--- config.mk ---
export PLATFORM = sky130hd
export DESIGN_NAME = ddrbk_dev_flat
export DESIGN_NICKNAME = d
export VERILOG_FILES = /design/src/rtl/ddrbk_pkg.sv /design/src/rtl/ddrbk_if.sv /design/src/rtl/ddrbk_dev.sv /design/src/flat_wrapper.sv
export SDC_FILE = /design/constraint.sdc
export NUM_CORES = 1
export LEC_CHECK = 0
export BUFFER_PORTS_ARGS = -buffer_cell sky130_fd_sc_hd__buf_2
export CELL_PAD_IN_SITES_DETAIL_PLACEMENT = 2
export CELL_PAD_IN_SITES_GLOBAL_PLACEMENT = 2
export CORE_AREA = 2 2 178 180
export DETAILED_ROUTE_END_ITERATION = 8
export DIE_AREA = 0 0 180 182
export HOLD_SLACK_MARGIN = 0.05
export PLACE_DENSITY = 0.88
export SYNTH_ARGS = -nofsm -noshare
export SYNTH_HDL_FRONTEND = slang
export SYNTH_SLANG_ARGS = --single-unit
--- constraint.sdc ---
create_clock -name mclk -period 4.9 [get_ports mclk]
set_clock_uncertainty 0.2 [all_clocks]
set_input_delay 0.49 -clock mclk [delete_from_list [all_inputs] [get_ports mclk]]
set_output_delay 0.49 -clock mclk [all_outputs]
set_load 0.02 [all_outputs]
--- src/rtl/ddrbk_pkg.sv ---
// Purpose: Shared constants and types for the bank command state logic
// Assumes: 40 MHz mclk, command pins driven by logic on the same clock
// Notes:   Times are in ns (or clocks where marked), cycle counts derived
package ddrbk_pkg;
	// ************************************************************
	// Clock and timing
	// ************************************************************
	localparam int CLK_MHZ      = 40;
	localparam int T_RP_NS      = 15;
	localparam int T_RCD_NS     = 15;
	localparam int T_WR_NS      = 15;
	localparam int T_RFC_NS     = 128;
	localparam int T_XSNR_NS    = 138;
	localparam int T_MRD_CK     = 2;
	localparam int T_PD_MAX_NS  = 7800;
	// Least times round up to whole cycles
	localparam logic [7:0]  RP_CYC     = 8'((T_RP_NS * CLK_MHZ + 999) / 1000);
	localparam logic [7:0]  RCD_CYC    = 8'((T_RCD_NS * CLK_MHZ + 999) / 1000);
	localparam logic [7:0]  WR_CYC     = 8'((T_WR_NS * CLK_MHZ + 999) / 1000);
	localparam logic [7:0]  RFC_CYC    = 8'((T_RFC_NS * CLK_MHZ + 999) / 1000);
	localparam logic [7:0]  XSNR_CYC   = 8'((T_XSNR_NS * CLK_MHZ + 999) / 1000);
	localparam logic [7:0]  MRD_CYC    = 8'(T_MRD_CK);
	// Longest time rounds down
	localparam logic [15:0] PD_MAX_CYC = 16'((T_PD_MAX_NS * CLK_MHZ) / 1000);

	// ************************************************************
	// Command codes {cs_n, ras_n, cas_n, we_n}
	// ************************************************************
	localparam logic [3:0] CMD_NOP = 4'h7;
	localparam logic [3:0] CMD_ACT = 4'h3;
	localparam logic [3:0] CMD_REF = 4'h1;
	localparam logic [3:0] CMD_LMR = 4'h0;
	localparam logic [3:0] CMD_RD  = 4'h5;
	localparam logic [3:0] CMD_WR  = 4'h4;
	localparam logic [3:0] CMD_PRE = 4'h2;

	// Decoded command
	typedef enum logic [8:0] {
		C_DES = 9'h001, C_NOP = 9'h002, C_ACT = 9'h004, C_REF = 9'h008, C_LMR = 9'h010,
		C_RD  = 9'h020, C_WR  = 9'h040, C_PRE = 9'h080, C_BAD = 9'h100
	} ddrbk_cmd_e;

	// Device bank states
	typedef enum logic [7:0] {
		B_IDLE = 8'h01, B_OPENING = 8'h02, B_ACTIVE = 8'h04, B_READ = 8'h08,
		B_WRITE = 8'h10, B_PRECH = 8'h20, B_RD_AP = 8'h40, B_WR_AP = 8'h80
	} ddrbk_bank_e;

	// Controller user operations
	typedef enum logic [6:0] {
		OP_ACT = 7'h01, OP_RD = 7'h02, OP_WR = 7'h04, OP_PRE = 7'h08,
		OP_PREA = 7'h10, OP_REF = 7'h20, OP_LMR = 7'h40
	} ddrbk_op_e;

	// Controller bank view
	typedef enum logic [4:0] {
		K_IDLE = 5'h01, K_OPENING = 5'h02, K_OPEN = 5'h04, K_BURST = 5'h08, K_CLOSING = 5'h10
	} ddrbk_kst_e;
endpackage
--- src/rtl/ddrbk_if.sv ---
// Purpose: Command pins between memory controller and bank logic
// Assumes: Both ends clocked by the same mclk
// Notes:   All command pins are active low except cke, ba and a10
`timescale 1ns/1ps
`default_nettype none
interface ddrbk_if #(parameter int BA_W = 3);
	logic            cke;
	logic            cs_n;
	logic            ras_n;
	logic            cas_n;
	logic            we_n;
	logic [BA_W-1:0] ba;
	logic            a10;
	modport ctrl (output cke, cs_n, ras_n, cas_n, we_n, ba, a10);
	modport dev  (input  cke, cs_n, ras_n, cas_n, we_n, ba, a10);
endinterface
`default_nettype wire

--- src/rtl/ddrbk_dev.sv ---
// Purpose: Per-bank state tracking and command legality of the memory device
// Assumes: Command pins come from logic on mclk, so no synchronisers
// Notes:   Illegal commands raise cmd_err and leave the bank state unchanged
//
// Functional notes
// - Bank address picks bank or mode register
// - Self-refresh exit seen from cke level alone
// - BL4 bursts cannot be interrupted
// - No refresh work during power-down
// - Decode commands from four strobe pins
// - Idle accepts activate, refresh, load mode
// - Row active accepts read, write, precharge
// - Write after read only when burst done
// - Write burst accepts only precharge, as col_ok stays low with BL4
// - Rules apply with cke high twice, XSNR met
// - Idle after precharge time and read done
// - Row active after activate-to-column delay
// - Read/write state lasts until burst end
// - Transient bank states accept no command, except precharge to a precharging bank
// - Precharge busy until precharge time elapses
// - Auto-precharge busy until precharge met
// - Row opening until activate delay passes
// - Refresh blocks all until cycle time
// - Mode load blocks all until delay
// - Refresh and mode load need all idle
// - Precharge all needs every bank precharge-able
// - Other banks follow their own state
// - A10 selects auto precharge on column
`timescale 1ns/1ps
`default_nettype none
module ddrbk_dev #(
	parameter int NBANK     = 8,
	parameter int BURST_LEN = 4,
	parameter int BA_W      = 3
) (
	// Clock and reset
	input  wire logic             mclk,
	input  wire logic             rst,
	// Command pins
	ddrbk_if.dev                  pins,
	// Status to user side
	output logic                  cmd_err,
	output logic                  mr_wr,
	output logic [BA_W-1:0]       mr_sel,
	output logic [NBANK-1:0]      bank_idle,
	output logic                  sr_active,
	output logic                  pd_active,
	output logic                  dev_busy
);
	// ************************************************************
	// Constants and state
	// ************************************************************
	localparam logic [7:0] BURST_CYC = 8'(BURST_LEN / 2);
	localparam logic [7:0] COL_GAP   = 8'(BURST_LEN / 2 - 2);

	ddrbk_pkg::ddrbk_bank_e st_ff  [NBANK];
	ddrbk_pkg::ddrbk_bank_e nxt_st [NBANK];
	logic [7:0]             tmr_ff [NBANK];
	logic [7:0]             nxt_tmr[NBANK];
	logic [7:0]             gtmr_ff, nxt_gtmr;
	logic [7:0]             xs_ff, nxt_xs;
	logic                   cke_q_ff, nxt_cke_q;
	logic                   sr_ff, nxt_sr;
	logic                   pd_ff, nxt_pd;
	logic                   err_ff, nxt_err;
	logic                   mrw_ff, nxt_mrw;
	logic [BA_W-1:0]        mrs_ff, nxt_mrs;
	logic [NBANK-1:0]       idle_ff, nxt_idle;

	ddrbk_pkg::ddrbk_cmd_e  cmd;
	ddrbk_pkg::ddrbk_bank_e tgt;
	logic                   checking;
	logic                   legal;
	logic                   apply;
	logic                   all_idle;
	logic                   pre_all_ok;
	logic                   col_ok;
	logic                   gbusy;

	// ************************************************************
	// Decode and legality
	// ************************************************************
	// Command decode from the strobe pins
	always_comb begin
		if (pins.cs_n) begin
			cmd = ddrbk_pkg::C_DES;
		end else begin
			unique case ({1'b0, pins.ras_n, pins.cas_n, pins.we_n})
				ddrbk_pkg::CMD_NOP: cmd = ddrbk_pkg::C_NOP;
				ddrbk_pkg::CMD_ACT: cmd = ddrbk_pkg::C_ACT;
				ddrbk_pkg::CMD_REF: cmd = ddrbk_pkg::C_REF;
				ddrbk_pkg::CMD_LMR: cmd = ddrbk_pkg::C_LMR;
				ddrbk_pkg::CMD_RD:  cmd = ddrbk_pkg::C_RD;
				ddrbk_pkg::CMD_WR:  cmd = ddrbk_pkg::C_WR;
				ddrbk_pkg::CMD_PRE: cmd = ddrbk_pkg::C_PRE;
				default:            cmd = ddrbk_pkg::C_BAD;
			endcase
		end
	end

	// Legality of the command against the target bank and the whole device
	always_comb begin
		all_idle   = 1'b1;
		pre_all_ok = 1'b1;
		for (int i = 0; i < NBANK; i++) begin
			all_idle   = all_idle & (st_ff[i] == ddrbk_pkg::B_IDLE);
			pre_all_ok = pre_all_ok & (st_ff[i] inside {ddrbk_pkg::B_IDLE, ddrbk_pkg::B_ACTIVE,
				ddrbk_pkg::B_READ, ddrbk_pkg::B_WRITE, ddrbk_pkg::B_PRECH});
		end
		tgt    = st_ff[pins.ba];
		// BL4 leaves no gap, so a column command inside a burst is refused
		col_ok = tmr_ff[pins.ba] <= COL_GAP;
		gbusy  = (gtmr_ff != 8'h00);
		// Table applies only with cke high now and before, and XSNR met
		checking = cke_q_ff & pins.cke & ~sr_ff & (xs_ff == 8'h00);
		unique case (cmd)
			ddrbk_pkg::C_DES, ddrbk_pkg::C_NOP: legal = 1'b1;
			ddrbk_pkg::C_ACT: legal = (tgt == ddrbk_pkg::B_IDLE);
			ddrbk_pkg::C_REF, ddrbk_pkg::C_LMR: legal = all_idle;
			ddrbk_pkg::C_RD: legal = (tgt == ddrbk_pkg::B_ACTIVE)
				| ((tgt == ddrbk_pkg::B_READ) & col_ok)
				| ((tgt == ddrbk_pkg::B_WRITE) & col_ok);
			ddrbk_pkg::C_WR: legal = (tgt == ddrbk_pkg::B_ACTIVE)
				| ((tgt == ddrbk_pkg::B_WRITE) & col_ok);
			ddrbk_pkg::C_PRE: legal = pins.a10 ? pre_all_ok
				: (tgt inside {ddrbk_pkg::B_IDLE, ddrbk_pkg::B_ACTIVE, ddrbk_pkg::B_READ,
					ddrbk_pkg::B_WRITE, ddrbk_pkg::B_PRECH});
			default: legal = 1'b0;
		endcase
		// Refresh and mode load lock out every executable command
		if (gbusy && !(cmd inside {ddrbk_pkg::C_DES, ddrbk_pkg::C_NOP})) begin
			legal = 1'b0;
		end
		apply = checking & legal & !(cmd inside {ddrbk_pkg::C_DES, ddrbk_pkg::C_NOP});
	end

	// ************************************************************
	// Bank and device state
	// ************************************************************
	// Next bank states; timed states load count-1 and fall through at 1
	always_comb begin
		for (int i = 0; i < NBANK; i++) begin
			nxt_st[i]  = st_ff[i];
			nxt_tmr[i] = tmr_ff[i];
			if (tmr_ff[i] > 8'h01) begin
				nxt_tmr[i] = tmr_ff[i] - 8'h01;
			end else if (st_ff[i] inside {ddrbk_pkg::B_OPENING, ddrbk_pkg::B_READ, ddrbk_pkg::B_WRITE}) begin
				nxt_st[i]  = ddrbk_pkg::B_ACTIVE;
				nxt_tmr[i] = 8'h00;
			end else if (st_ff[i] != ddrbk_pkg::B_ACTIVE) begin
				nxt_st[i]  = ddrbk_pkg::B_IDLE;
				nxt_tmr[i] = 8'h00;
			end
			if (apply && cmd == ddrbk_pkg::C_PRE && (pins.a10 || pins.ba == BA_W'(i))) begin
				nxt_st[i]  = ddrbk_pkg::B_PRECH;
				nxt_tmr[i] = ddrbk_pkg::RP_CYC - 8'h01;
			end else if (apply && pins.ba == BA_W'(i)) begin
				unique case (cmd)
					ddrbk_pkg::C_ACT: begin
						nxt_st[i]  = ddrbk_pkg::B_OPENING;
						nxt_tmr[i] = ddrbk_pkg::RCD_CYC - 8'h01;
					end
					ddrbk_pkg::C_RD: begin
						nxt_st[i]  = pins.a10 ? ddrbk_pkg::B_RD_AP : ddrbk_pkg::B_READ;
						nxt_tmr[i] = pins.a10 ? BURST_CYC + ddrbk_pkg::RP_CYC - 8'h01 : BURST_CYC - 8'h01;
					end
					ddrbk_pkg::C_WR: begin
						nxt_st[i]  = pins.a10 ? ddrbk_pkg::B_WR_AP : ddrbk_pkg::B_WRITE;
						nxt_tmr[i] = pins.a10 ? BURST_CYC + ddrbk_pkg::WR_CYC + ddrbk_pkg::RP_CYC - 8'h01
							: BURST_CYC - 8'h01;
					end
					default: begin
					end
				endcase
			end
			// A zero count means the timed state already passed
			if (nxt_tmr[i] == 8'h00 && nxt_st[i] inside {ddrbk_pkg::B_OPENING, ddrbk_pkg::B_READ, ddrbk_pkg::B_WRITE}) begin
				nxt_st[i] = ddrbk_pkg::B_ACTIVE;
			end else if (nxt_tmr[i] == 8'h00 && nxt_st[i] inside {ddrbk_pkg::B_PRECH, ddrbk_pkg::B_RD_AP, ddrbk_pkg::B_WR_AP}) begin
				nxt_st[i] = ddrbk_pkg::B_IDLE;
			end
		end
	end

	// Device-wide timers, power modes and status
	always_comb begin
		nxt_cke_q = pins.cke;
		nxt_gtmr  = gbusy ? gtmr_ff - 8'h01 : 8'h00;
		nxt_xs    = (xs_ff != 8'h00) ? xs_ff - 8'h01 : 8'h00;
		nxt_sr    = sr_ff;
		nxt_pd    = pd_ff;
		if (apply && cmd == ddrbk_pkg::C_REF) begin
			nxt_gtmr = ddrbk_pkg::RFC_CYC - 8'h01;
		end else if (apply && cmd == ddrbk_pkg::C_LMR) begin
			nxt_gtmr = ddrbk_pkg::MRD_CYC - 8'h01;
		end
		// Self refresh entry: refresh with cke falling, all banks idle
		if (cke_q_ff && !pins.cke && cmd == ddrbk_pkg::C_REF && all_idle && !gbusy) begin
			nxt_sr = 1'b1;
		end
		// Exit needs no command edge: cke level alone ends self refresh
		if (sr_ff && pins.cke) begin
			nxt_sr = 1'b0;
			nxt_xs = ddrbk_pkg::XSNR_CYC - 8'h01;
		end
		// Power-down does no refresh; the controller bounds its length
		if (cke_q_ff && !pins.cke && (cmd inside {ddrbk_pkg::C_DES, ddrbk_pkg::C_NOP})) begin
			nxt_pd = 1'b1;
		end else if (pins.cke) begin
			nxt_pd = 1'b0;
		end
		nxt_err  = checking & ~legal;
		nxt_mrw  = apply & (cmd == ddrbk_pkg::C_LMR);
		nxt_mrs  = (apply && cmd == ddrbk_pkg::C_LMR) ? pins.ba : mrs_ff;
		for (int i = 0; i < NBANK; i++) begin
			nxt_idle[i] = (nxt_st[i] == ddrbk_pkg::B_IDLE);
		end
	end

	// Register all state
	always_ff @(posedge mclk) begin
		if (rst) begin
			for (int i = 0; i < NBANK; i++) begin
				st_ff[i]  <= ddrbk_pkg::B_IDLE;
				tmr_ff[i] <= 8'h00;
			end
			gtmr_ff  <= 8'h00;
			xs_ff    <= 8'h00;
			cke_q_ff <= 1'b0;
			sr_ff    <= 1'b0;
			pd_ff    <= 1'b0;
			err_ff   <= 1'b0;
			mrw_ff   <= 1'b0;
			mrs_ff   <= '0;
			idle_ff  <= '1;
		end else begin
			st_ff    <= nxt_st;
			tmr_ff   <= nxt_tmr;
			gtmr_ff  <= nxt_gtmr;
			xs_ff    <= nxt_xs;
			cke_q_ff <= nxt_cke_q;
			sr_ff    <= nxt_sr;
			pd_ff    <= nxt_pd;
			err_ff   <= nxt_err;
			mrw_ff   <= nxt_mrw;
			mrs_ff   <= nxt_mrs;
			idle_ff  <= nxt_idle;
		end
	end

	// Outputs straight from flops, except dev_busy decoded from the refresh/mode timer
	assign cmd_err   = err_ff;
	assign mr_wr     = mrw_ff;
	assign mr_sel    = mrs_ff;
	assign bank_idle = idle_ff;
	assign sr_active = sr_ff;
	assign pd_active = pd_ff;
	assign dev_busy  = gbusy;
endmodule
`default_nettype wire

--- src/flat_wrapper.sv ---
// flat-port wrapper written by rule: the top's interface ports become plain ports
module ddrbk_dev_flat 
#(
	parameter int NBANK     = 8,
	parameter int BURST_LEN = 4,
	parameter int BA_W      = 3
)
  (mclk, rst, cmd_err, mr_wr, mr_sel, bank_idle, sr_active, pd_active, dev_busy, pins_cke, pins_cs_n, pins_ras_n, pins_cas_n, pins_we_n, pins_ba, pins_a10);
  ddrbk_if #(.BA_W(BA_W)) pins_i ();
  input  wire logic mclk;
  input  wire logic rst;
  output logic cmd_err;
  output logic mr_wr;
  output logic [BA_W-1:0] mr_sel;
  output logic [NBANK-1:0] bank_idle;
  output logic sr_active;
  output logic pd_active;
  output logic dev_busy;
  input wire logic [$bits(pins_i.cke)-1:0] pins_cke;
  input wire logic [$bits(pins_i.cs_n)-1:0] pins_cs_n;
  input wire logic [$bits(pins_i.ras_n)-1:0] pins_ras_n;
  input wire logic [$bits(pins_i.cas_n)-1:0] pins_cas_n;
  input wire logic [$bits(pins_i.we_n)-1:0] pins_we_n;
  input wire logic [$bits(pins_i.ba)-1:0] pins_ba;
  input wire logic [$bits(pins_i.a10)-1:0] pins_a10;
  assign pins_i.cke = pins_cke;
  assign pins_i.cs_n = pins_cs_n;
  assign pins_i.ras_n = pins_ras_n;
  assign pins_i.cas_n = pins_cas_n;
  assign pins_i.we_n = pins_we_n;
  assign pins_i.ba = pins_ba;
  assign pins_i.a10 = pins_a10;
  ddrbk_dev #(.NBANK(NBANK), .BURST_LEN(BURST_LEN), .BA_W(BA_W)) u_core (.mclk(mclk), .rst(rst), .pins(pins_i), .cmd_err(cmd_err), .mr_wr(mr_wr), .mr_sel(mr_sel), .bank_idle(bank_idle), .sr_active(sr_active), .pd_active(pd_active), .dev_busy(dev_busy));
endmodule
Word-level counts from Yosys, hierarchy flattened
Cells that the tools add are included.
Widths: inputs -> output; s select.
{ "totals": {"wordCells": 456, "ff_bits": 160, "inputBits": 11} }
{ "op_classes": {"addsub": 10, "order_cmp": 10, "n_reduce_logical": 106, "n_bitwise": 31, "mux": 134, "eq_ne": 138} }
{ "op_table": {"columns": ["cell", "count"], "rows": [
  ["$mux 8", 101],
  ["$pmux 8 s3", 16],
  ["$eq 8x1->1 const B", 17],
  ["$eq 8x4->1 const B", 17],
  ["$eq 8x5->1 const B", 17],
  ["$eq 8x6->1 const B", 17],
  ["$eq 8x2->1 const B", 16],
  ["$sub 8x1->8 const B", 10],
  ["$eq 8x3->1 const B", 9],
  ["$logic_not 8->1", 9],
  ["$reduce_bool 3->1", 24],
  ["$eq 8x7->1 const B", 8],
  ["$eq 8x8->1 const B", 8],
  ["$gt 8x1->1 const B", 8],
  ["$ne 8x3->1 const B", 8],
  ["$pmux 9 s7", 1],
  ["$bmux 8 s3", 2],
  ["$reduce_bool 5->1", 9],
  ["$logic_and 1x1->1", 42],
  ["$and 1x1->1", 23],
  ["$eq 3x3->1 const B", 7],
  ["$reduce_bool 8->1", 2],
  ["$mux 3", 5],
  ["$eq 3x2->1 const B", 4],
  ["26 further kinds", 49]
]} }

Logic depth before layout (Yosys ltp)
{ "depth": {"ltp_word": 23, "mapped_depth": 16, "depth_no_buf": 14} }

Worst setup path after synthesis
Ideal clock, no wire load.
{ "synth_timing": {"path_kind": "input to register", "start": "input pins_ba[0]", "end": "register u_core.idle_ff[5], in the netlist u_core.bank_idle[5]", "cell_stages": 14, "arrival_ns": 3.830, "path_slack_ns": 0.810, "cell_sequence": "buf_2 nand2b_1 a2bb2oi_1 o221a_2 or2_2 or3_4 a2111oi_4 or2_1 buf_6 nand2_4 a41o_1 a311o_1 a2111oi_4 a311o_1"} }
{ "synth_between": {"elab_chain_cells": 21, "elab_cells_between_ends": 47, "classes_between": "order compare (1); eq/ne (13); mux (15); bitwise (8); reduce/logical (10)"} }
{ "synth_lines": {"columns": ["element", "line", "rtl"], "rows": [
  ["start: declaration", "flat_wrapper.sv:24", "input wire logic [$bits(pins_i.ba)-1:0] pins_ba;"],
  ["$not 3->4 (implied by the code)", "ddrbk_dev.sv:110, ddrbk_dev.sv:112", null],
  ["$bmux 8 s3, on equally long branches", "ddrbk_dev.sv:112, ddrbk_dev.sv:110", null],
  ["$mux 8, on equally long branches (2 in series)", "ddrbk_dev.sv:112, ddrbk_dev.sv:110", null],
  ["$le 8x1->1 / $eq 8x4->1 (equally long branches)", "ddrbk_dev.sv:112, ddrbk_dev.sv:121, ddrbk_dev.sv:126", null],
  ["$and 1x1->1", "ddrbk_dev.sv:121", "| ((tgt == ddrbk_pkg::B_READ) & col_ok)"],
  ["$or 1x1->1", "ddrbk_dev.sv:121", null],
  ["$or 1x1->1", "ddrbk_dev.sv:122", "| ((tgt == ddrbk_pkg::B_WRITE) & col_ok);"],
  ["$pmux 1 s6", "ddrbk_dev.sv:116", "unique case (cmd)"],
  ["[4 not listed]", null, null],
  ["$mux 8 / $logic_and 1x1->1 (equally long branches)", "ddrbk_dev.sv:157, ddrbk_dev.sv:154", null],
  ["$mux 8", "ddrbk_dev.sv:154", "if (apply && cmd == ddrbk_pkg::C_PRE && (pins.a10 || pins.ba == BA_W'(i))) begin"],
  ["$eq 8x6->1 (tied with other cells)", "ddrbk_dev.sv:179", "end else if (nxt_tmr[i] == 8'h00 && nxt_st[i] inside {ddrbk_pkg::B_PRECH, ddrbk_pkg::B_RD_AP, ddrbk_pkg::B_WR_ ..."],
  ["$reduce_bool 3->1", "ddrbk_dev.sv:179", null],
  ["$logic_and 1x1->1", "ddrbk_dev.sv:179", null],
  ["$mux 8", "ddrbk_dev.sv:179", null],
  ["$mux 8 (*)", "ddrbk_dev.sv:177", "if (nxt_tmr[i] == 8'h00 && nxt_st[i] inside {ddrbk_pkg::B_OPENING, ddrbk_pkg::B_READ, ddrbk_pkg::B_WRITE}) beg ..."],
  ["$eq 8x1->1 (*)", "ddrbk_dev.sv:216", "nxt_idle[i] = (nxt_st[i] == ddrbk_pkg::B_IDLE);"],
  ["end signal: assignment", "ddrbk_dev.sv:247", "idle_ff <= nxt_idle;"],
  ["end: declaration", "ddrbk_dev.sv:68", "logic [NBANK-1:0] idle_ff, nxt_idle;"]
]} }
Every way passes the cells marked *; elsewhere a longest branch is shown, timed or not. The select of a mux whose other input is x is not followed.
A chain may end at the register's enable or synchronous reset.

Worst setup path in the final report
{ "layout_timing": {"start": "register u_core.st_ff[2] (netlist name)", "end": "register u_core.idle_ff[3], in the netlist u_core.bank_idle[3]"} }
{ "layout_between": {"elab_chain_cells": 20, "elab_cells_between_ends": 48, "classes_between": "eq/ne (17); mux (12); bitwise (9); reduce/logical (10)"} }
{ "layout_lines": {"columns": ["element", "line", "rtl"], "rows": [
  ["start: declaration", "ddrbk_dev.sv:56", "ddrbk_pkg::ddrbk_bank_e st_ff [NBANK];"],
  ["start signal: indexed assignment", "ddrbk_dev.sv:224", "st_ff[i] <= ddrbk_pkg::B_IDLE;"],
  ["start signal: assignment", "ddrbk_dev.sv:237", "st_ff <= nxt_st;"],
  ["$bmux 8 s3", "ddrbk_dev.sv:110", "tgt = st_ff[pins.ba];"],
  ["$mux 8 (implied by the code) (2 in series)", "ddrbk_dev.sv:110", null],
  ["$eq 8x4->1", "ddrbk_dev.sv:121, ddrbk_dev.sv:126", null],
  ["$and 1x1->1", "ddrbk_dev.sv:121", null],
  ["$or 1x1->1", "ddrbk_dev.sv:121", null],
  ["$or 1x1->1", "ddrbk_dev.sv:122", null],
  ["$pmux 1 s6 (*)", "ddrbk_dev.sv:116", null],
  ["$mux 1 (*)", "ddrbk_dev.sv:131", "if (gbusy && !(cmd inside {ddrbk_pkg::C_DES, ddrbk_pkg::C_NOP})) begin"],
  ["[3 not listed]", null, null],
  ["$mux 8 / $logic_and 1x1->1 (equally long branches)", "ddrbk_dev.sv:157, ddrbk_dev.sv:154", null],
  ["$mux 8", "ddrbk_dev.sv:154", null],
  ["$eq 8x6->1 (tied with other cells)", "ddrbk_dev.sv:179", null],
  ["$reduce_bool 3->1", "ddrbk_dev.sv:179", null],
  ["$logic_and 1x1->1", "ddrbk_dev.sv:179", null],
  ["$mux 8", "ddrbk_dev.sv:179", null],
  ["$mux 8 (*)", "ddrbk_dev.sv:177", null],
  ["$eq 8x1->1 (*)", "ddrbk_dev.sv:216", null]
]} }
Marks and branches as above.

==> report_table.html <==
<table>
<tr><th>Metric</th><th>Value</th></tr>
<tr><th colspan="2">Timing</th></tr>
<tr><td>Worst-Margin Slew</td><td>1.07 ns</td></tr>
<tr><td>Final period utilization</td><td>95.4%</td></tr>
<tr><td>Number of pins exceeding their max-slew limit in the final report</td><td>0</td></tr>
<tr><td>Min cycle time layout</td><td>4.67 ns</td></tr>
<tr><td>RSZ-0062 raised after global routing</td><td>false</td></tr>
<tr><td>Number of setup violations in the final report</td><td>0</td></tr>
<tr><td>PnR worst setup slack</td><td>0.226 ns</td></tr>
<tr><td>Tightest slew margin relative to the limit</td><td>28.1%</td></tr>
<tr><td>Maximum clock frequency</td><td>214 MHz</td></tr>
<tr><td>Min Hold Slack</td><td>0.0828 ns</td></tr>
<tr><td>Hold violation count in the final report</td><td>0</td></tr>
<tr><th colspan="2">Yosys</th></tr>
<tr><td>Post-Synthesis Cells</td><td>1571</td></tr>
<tr><td>Synthesized area per cell</td><td>7.33 sq um</td></tr>
<tr><td>Synthesis-stage register bit count</td><td>160</td></tr>
<tr><td>Prevailing post-synth register cell</td><td>sky130_fd_sc_hd__dfxtp_1</td></tr>
<tr><td>Post-synthesis async set-or-reset flop share</td><td>0%</td></tr>
<tr><td>Total nets after synthesis</td><td>1600</td></tr>
<tr><td>Sequential-to-total area share from yosys stat</td><td>27.8%</td></tr>
<tr><td>Warnings, synthesis</td><td>0</td></tr>
<tr><td>Count of flip-flops with a built-in enable after synthesis</td><td>0</td></tr>
<tr><td>Distinct cells, synth</td><td>93</td></tr>
<tr><td>Cell area after synthesis</td><td>11500 sq um</td></tr>
<tr><th colspan="2">Placed design</th></tr>
<tr><td>DPL Wire Length</td><td>41100 um</td></tr>
<tr><td>Dpl cell area</td><td>12400 sq um</td></tr>
<tr><td>IO buf count</td><td>26</td></tr>
<tr><td>Setup WS pre-CTS</td><td>-0.0860 ns</td></tr>
<tr><td>GPL Wtd Cong</td><td>1.03</td></tr>
<tr><th colspan="2">Die</th></tr>
<tr><td>Core Rows</td><td>65</td></tr>
<tr><td>Starting density of the core</td><td>37.2%</td></tr>
<tr><td>Area of the core</td><td>31000 sq um</td></tr>
<tr><td>Top-level I/O count</td><td>27</td></tr>
<tr><td>Vertical die dimension</td><td>182 um</td></tr>
<tr><td>Total die area</td><td>32800 sq um</td></tr>
<tr><td>Die extent in x</td><td>180 um</td></tr>
<tr><th colspan="2">Drt</th></tr>
<tr><td>Number of DRC violations after detailed routing</td><td>0</td></tr>
<tr><td>Iter 0 DRT Violations</td><td>899</td></tr>
<tr><td>Routed Antenna Nets</td><td>0</td></tr>
<tr><td>Number of detailed-routing iterations run before antenna repair</td><td>5</td></tr>
<tr><td>Total routed wirelength</td><td>55500 um</td></tr>
<tr><td>Detail-routed via count per cell</td><td>6.52</td></tr>
<tr><td>Average routed wire per standard cell</td><td>27.3 um</td></tr>
<tr><td>Total number of vias</td><td>13300</td></tr>
<tr><th colspan="2">Layout</th></tr>
<tr><td>Core occupancy in the finished layout</td><td>42.3%</td></tr>
<tr><td>Number of nets in the layout</td><td>1648</td></tr>
<tr><td>Share of layout cells above drive strength 1</td><td>12.7%</td></tr>
<tr><td>Synth-to-Final Area Change</td><td>14.0%</td></tr>
<tr><td>Non-Filler Cell Area, Final</td><td>13100 sq um</td></tr>
<tr><td>Filler cell count in the final layout</td><td>3563</td></tr>
<tr><th colspan="2">Min path</th></tr>
<tr><td>Source of the worst hold timing path</td><td>pins_cke</td></tr>
<tr><td>Worst Hold Path EP</td><td>u_core.pd_active</td></tr>
<tr><td>Hold WC Path Type</td><td>input pin to flip-flop</td></tr>
<tr><td>Min-Delay Path Depth</td><td>2</td></tr>
<tr><th colspan="2">Critical path</th></tr>
<tr><td>Crit Path Class</td><td>flip-flop to flip-flop</td></tr>
<tr><td>Start of the worst register-to-register path</td><td>u_core.st_ff[2]</td></tr>
<tr><td>Endpoint required time on the critical path</td><td>5.04 ns</td></tr>
<tr><td>Endpoint class of the critical path</td><td>flip-flop</td></tr>
<tr><td>Critical Path AT</td><td>4.82 ns</td></tr>
<tr><td>Depth of the most critical reg-to-reg path</td><td>12</td></tr>
<tr><td>Startpoint types</td><td>flip-flop</td></tr>
<tr><td>Critical-path maximum fanout</td><td>10</td></tr>
<tr><td>Reg2Reg Capture Point</td><td>u_core.bank_idle[3]</td></tr>
<tr><td>Reg2reg setup slack</td><td>0.23 ns</td></tr>
<tr><th colspan="2">GRT</th></tr>
<tr><td>Vias in the first global route</td><td>14300</td></tr>
<tr><td>Global-route wire length before repair</td><td>85800 um</td></tr>
<tr><td>Leftover overflow at the end of global routing</td><td>0</td></tr>
<tr><td>GRT Resource Usage Total</td><td>33.8%</td></tr>
<tr><td>Maximum number of pins on one net before global-route repair</td><td>44</td></tr>
<tr><td>Initial antenna violation count</td><td>2</td></tr>
<tr><th colspan="2">Pwr</th></tr>
<tr><td>Power Dens Cells</td><td>486 nW/um^2</td></tr>
<tr><td>Leak</td><td>5.06 nW</td></tr>
<tr><td>Worst IR Drop VDD</td><td>0.285 mV</td></tr>
<tr><th colspan="2">Clocking</th></tr>
<tr><td>TritonCTS clock tree</td><td>yes</td></tr>
<tr><td>CTS clock-pin slew for the worst setup and hold paths</td><td>0.08 ns</td></tr>
<tr><td>CTS max path bufs</td><td>2</td></tr>
<tr><td>Number of buffers inserted by hold repair at cts</td><td>0</td></tr>
<tr><td>Worst skew pair latency</td><td>0.48 ns</td></tr>
<tr><td>CTS Root Buffer Type</td><td>sky130_fd_sc_hd__clkbuf_16</td></tr>
<tr><td>Number of buffers added by the clock tree synthesis step</td><td>17</td></tr>
<tr><td>Number of H-tree levels</td><td>4</td></tr>
<tr><td>Clock net sink count</td><td>160</td></tr>
<tr><th colspan="2">Status</th></tr>
<tr><td>Status</td><td>finished clean</td></tr>
<tr><th colspan="2">Run</th></tr>
<tr><td>Reported max-cap violation count</td><td>0</td></tr>
</table>
==> cell families (layout without fill, tap and decap cells) <==
family                     after synthesis  in the layout  share of synthesized area (%)
DFF                                    160            160                           27.8
xor gates and xnor gates                74             74                           5.63
AOI/OAI and AO/OA                      438            438                           25.6
other                                    0              1                              0
muxes                                   23             23                           2.09
adders and majority gates               18             18                           1.96
buffers and inverters                  128            189                           4.86
and+or+nand+nor                        730            730                           32.0
==> what timing repair did <==
item	CTS	global route
resized for setup	0	10
buffers inserted	0	0
endpoints found under the setup margin	0	38
==> report_power, final <==
| group | leakage, nW | switching, mW | internal (mW) | total, mW |
|---|---|---|---|---|
| Clock | 0.314 | 0.670 | 0.870 | 1.54 |
| Sequential | 1.31 | 0.315 | 1.55 | 1.87 |
| Combinational | 3.44 | 1.90 | 1.07 | 2.97 |
==> placed cells by master (no fill, tap or decap), types with 15 or more instances in the layout <==
| cell | n |
|---|---|
| sky130_fd_sc_hd__buf_4 | 91 |
| sky130_fd_sc_hd__o31ai_1 | 15 |
| sky130_fd_sc_hd__a31oi_1 | 27 |
| sky130_fd_sc_hd__dfxtp_1 | 159 |
| sky130_fd_sc_hd__and2_1 | 15 |
| sky130_fd_sc_hd__nor3_1 | 77 |
| sky130_fd_sc_hd__a211oi_1 | 29 |
| sky130_fd_sc_hd__o21ai_0 | 107 |
| sky130_fd_sc_hd__nand4_1 | 21 |
| sky130_fd_sc_hd__xnor2_1 | 37 |
| sky130_fd_sc_hd__xor2_1 | 37 |
| sky130_fd_sc_hd__a21oi_1 | 96 |
| sky130_fd_sc_hd__nor2_1 | 205 |
| sky130_fd_sc_hd__inv_1 | 38 |
| sky130_fd_sc_hd__clkbuf_16 | 17 |
| sky130_fd_sc_hd__nand2_1 | 158 |
| sky130_fd_sc_hd__mux2i_1 | 15 |
| sky130_fd_sc_hd__nand3_1 | 47 |
| sky130_fd_sc_hd__and3_1 | 17 |
| sky130_fd_sc_hd__nor4_1 | 42 |
| sky130_fd_sc_hd__buf_2 | 26 |
| sky130_fd_sc_hd__ha_1 | 18 |
| sky130_fd_sc_hd__or3_1 | 27 |
==> Yosys cell counts, types with 15 or more instances <==
| cell | number | share of area, % |
|---|---|---|
| sky130_fd_sc_hd__o21ai_0 | 108 | 4.7 |
| sky130_fd_sc_hd__nand2_1 | 158 | 5.2 |
| sky130_fd_sc_hd__mux2i_1 | 15 | 1.3 |
| sky130_fd_sc_hd__nand4_1 | 21 | 1.1 |
| sky130_fd_sc_hd__clkbuf_1 | 67 | 2.2 |
| sky130_fd_sc_hd__a211oi_1 | 30 | 2.0 |
| sky130_fd_sc_hd__dfxtp_1 | 160 | 28 |
| sky130_fd_sc_hd__and3_1 | 17 | 0.92 |
| sky130_fd_sc_hd__or3_1 | 27 | 1.5 |
| sky130_fd_sc_hd__and2_1 | 15 | 0.82 |
| sky130_fd_sc_hd__nand3_1 | 47 | 2.0 |
| sky130_fd_sc_hd__nor2_1 | 205 | 6.7 |
| sky130_fd_sc_hd__nor4_1 | 43 | 2.3 |
| sky130_fd_sc_hd__a21oi_1 | 96 | 4.2 |
| sky130_fd_sc_hd__xor2_1 | 37 | 2.8 |
| sky130_fd_sc_hd__inv_1 | 38 | 1.2 |
| sky130_fd_sc_hd__ha_1 | 18 | 2.0 |
| sky130_fd_sc_hd__nor3_1 | 80 | 3.5 |
| sky130_fd_sc_hd__o31ai_1 | 16 | 1.0 |
| sky130_fd_sc_hd__a31oi_1 | 27 | 1.5 |
| sky130_fd_sc_hd__xnor2_1 | 37 | 2.8 |
==> layer usage <==
metal / vias up / routed length [um] / track usage, %
met2: 522 / 26200 / 57.0
met5: - / 18 / 0
li1: 5893 / - / -
met1: 6672 / 22700 / 40.1
met3: 186 / 3770 / 7.64
met4: 2 / 2810 / 17.5
==> final cells by class <==
cell class	instances	area [sq um]	area share [%]
Multi-Input combinational cell	1283	7800	59.5
Sequential cell	160	3200	24.4
Timing Repair Buffer	117	813	6.20
Tap cell	402	503	3.83
Clock buffer	17	425	3.24
Clock inverter	15	221	1.69
Inverter	40	150	1.14
Antenna cell	1	2.50	0.0191
==> critical path, stage by stage, from the launching register on <==
cell	delay, ns
sky130_fd_sc_hd__dfxtp_1	0.67
sky130_fd_sc_hd__mux2_2	0.28
sky130_fd_sc_hd__o22ai_1	0.10
sky130_fd_sc_hd__a211o_2	0.40
sky130_fd_sc_hd__xnor2_1	0.26
sky130_fd_sc_hd__nor3_1	0.15
sky130_fd_sc_hd__o211ai_1	0.38
sky130_fd_sc_hd__nand3_1	0.34
sky130_fd_sc_hd__buf_4	0.30
sky130_fd_sc_hd__a22oi_1	0.39
sky130_fd_sc_hd__mux2_2	0.40
sky130_fd_sc_hd__and4_1	0.27
sky130_fd_sc_hd__or3_1	0.39
==> registers in the layout, summed over array words and instances, names as in the netlist, 3 cells and up <==
name	flops
u_core.bank_idle	8
u_core.gtmr_ff	8
u_core.mr_sel	3
u_core.st_ff	64
u_core.tmr_ff	64
u_core.xs_ff	8
==> metrics by stage <==
stage | instances | total power, mW | TNS [ns]
floorplan | 1571 | 3.83 | 0
global placement | 2002 | 4.54 | -0.0375
detailed placement | 2002 | 4.75 | -1.59
CTS | 2034 | 6.38 | 0
global route | 2034 | 6.81 | 0
finish | 2035 | 6.38 | 0
==> worst max-delay path by stage <==
stage,depth (start not counted),start,endpoint
detailed placement,15,pins_ba[1],u_core.bank_idle[1]
global placement,15,pins_ba[1],u_core.bank_idle[1]
CTS,14,u_core.tmr_ff[2],u_core.st_ff[33]
global route,15,pins_ba[1],u_core.st_ff[30]
floorplan,14,pins_ba[0],u_core.bank_idle[5]
finish,12,u_core.st_ff[2],u_core.bank_idle[3]
Power figures use the tool's default switching activity.
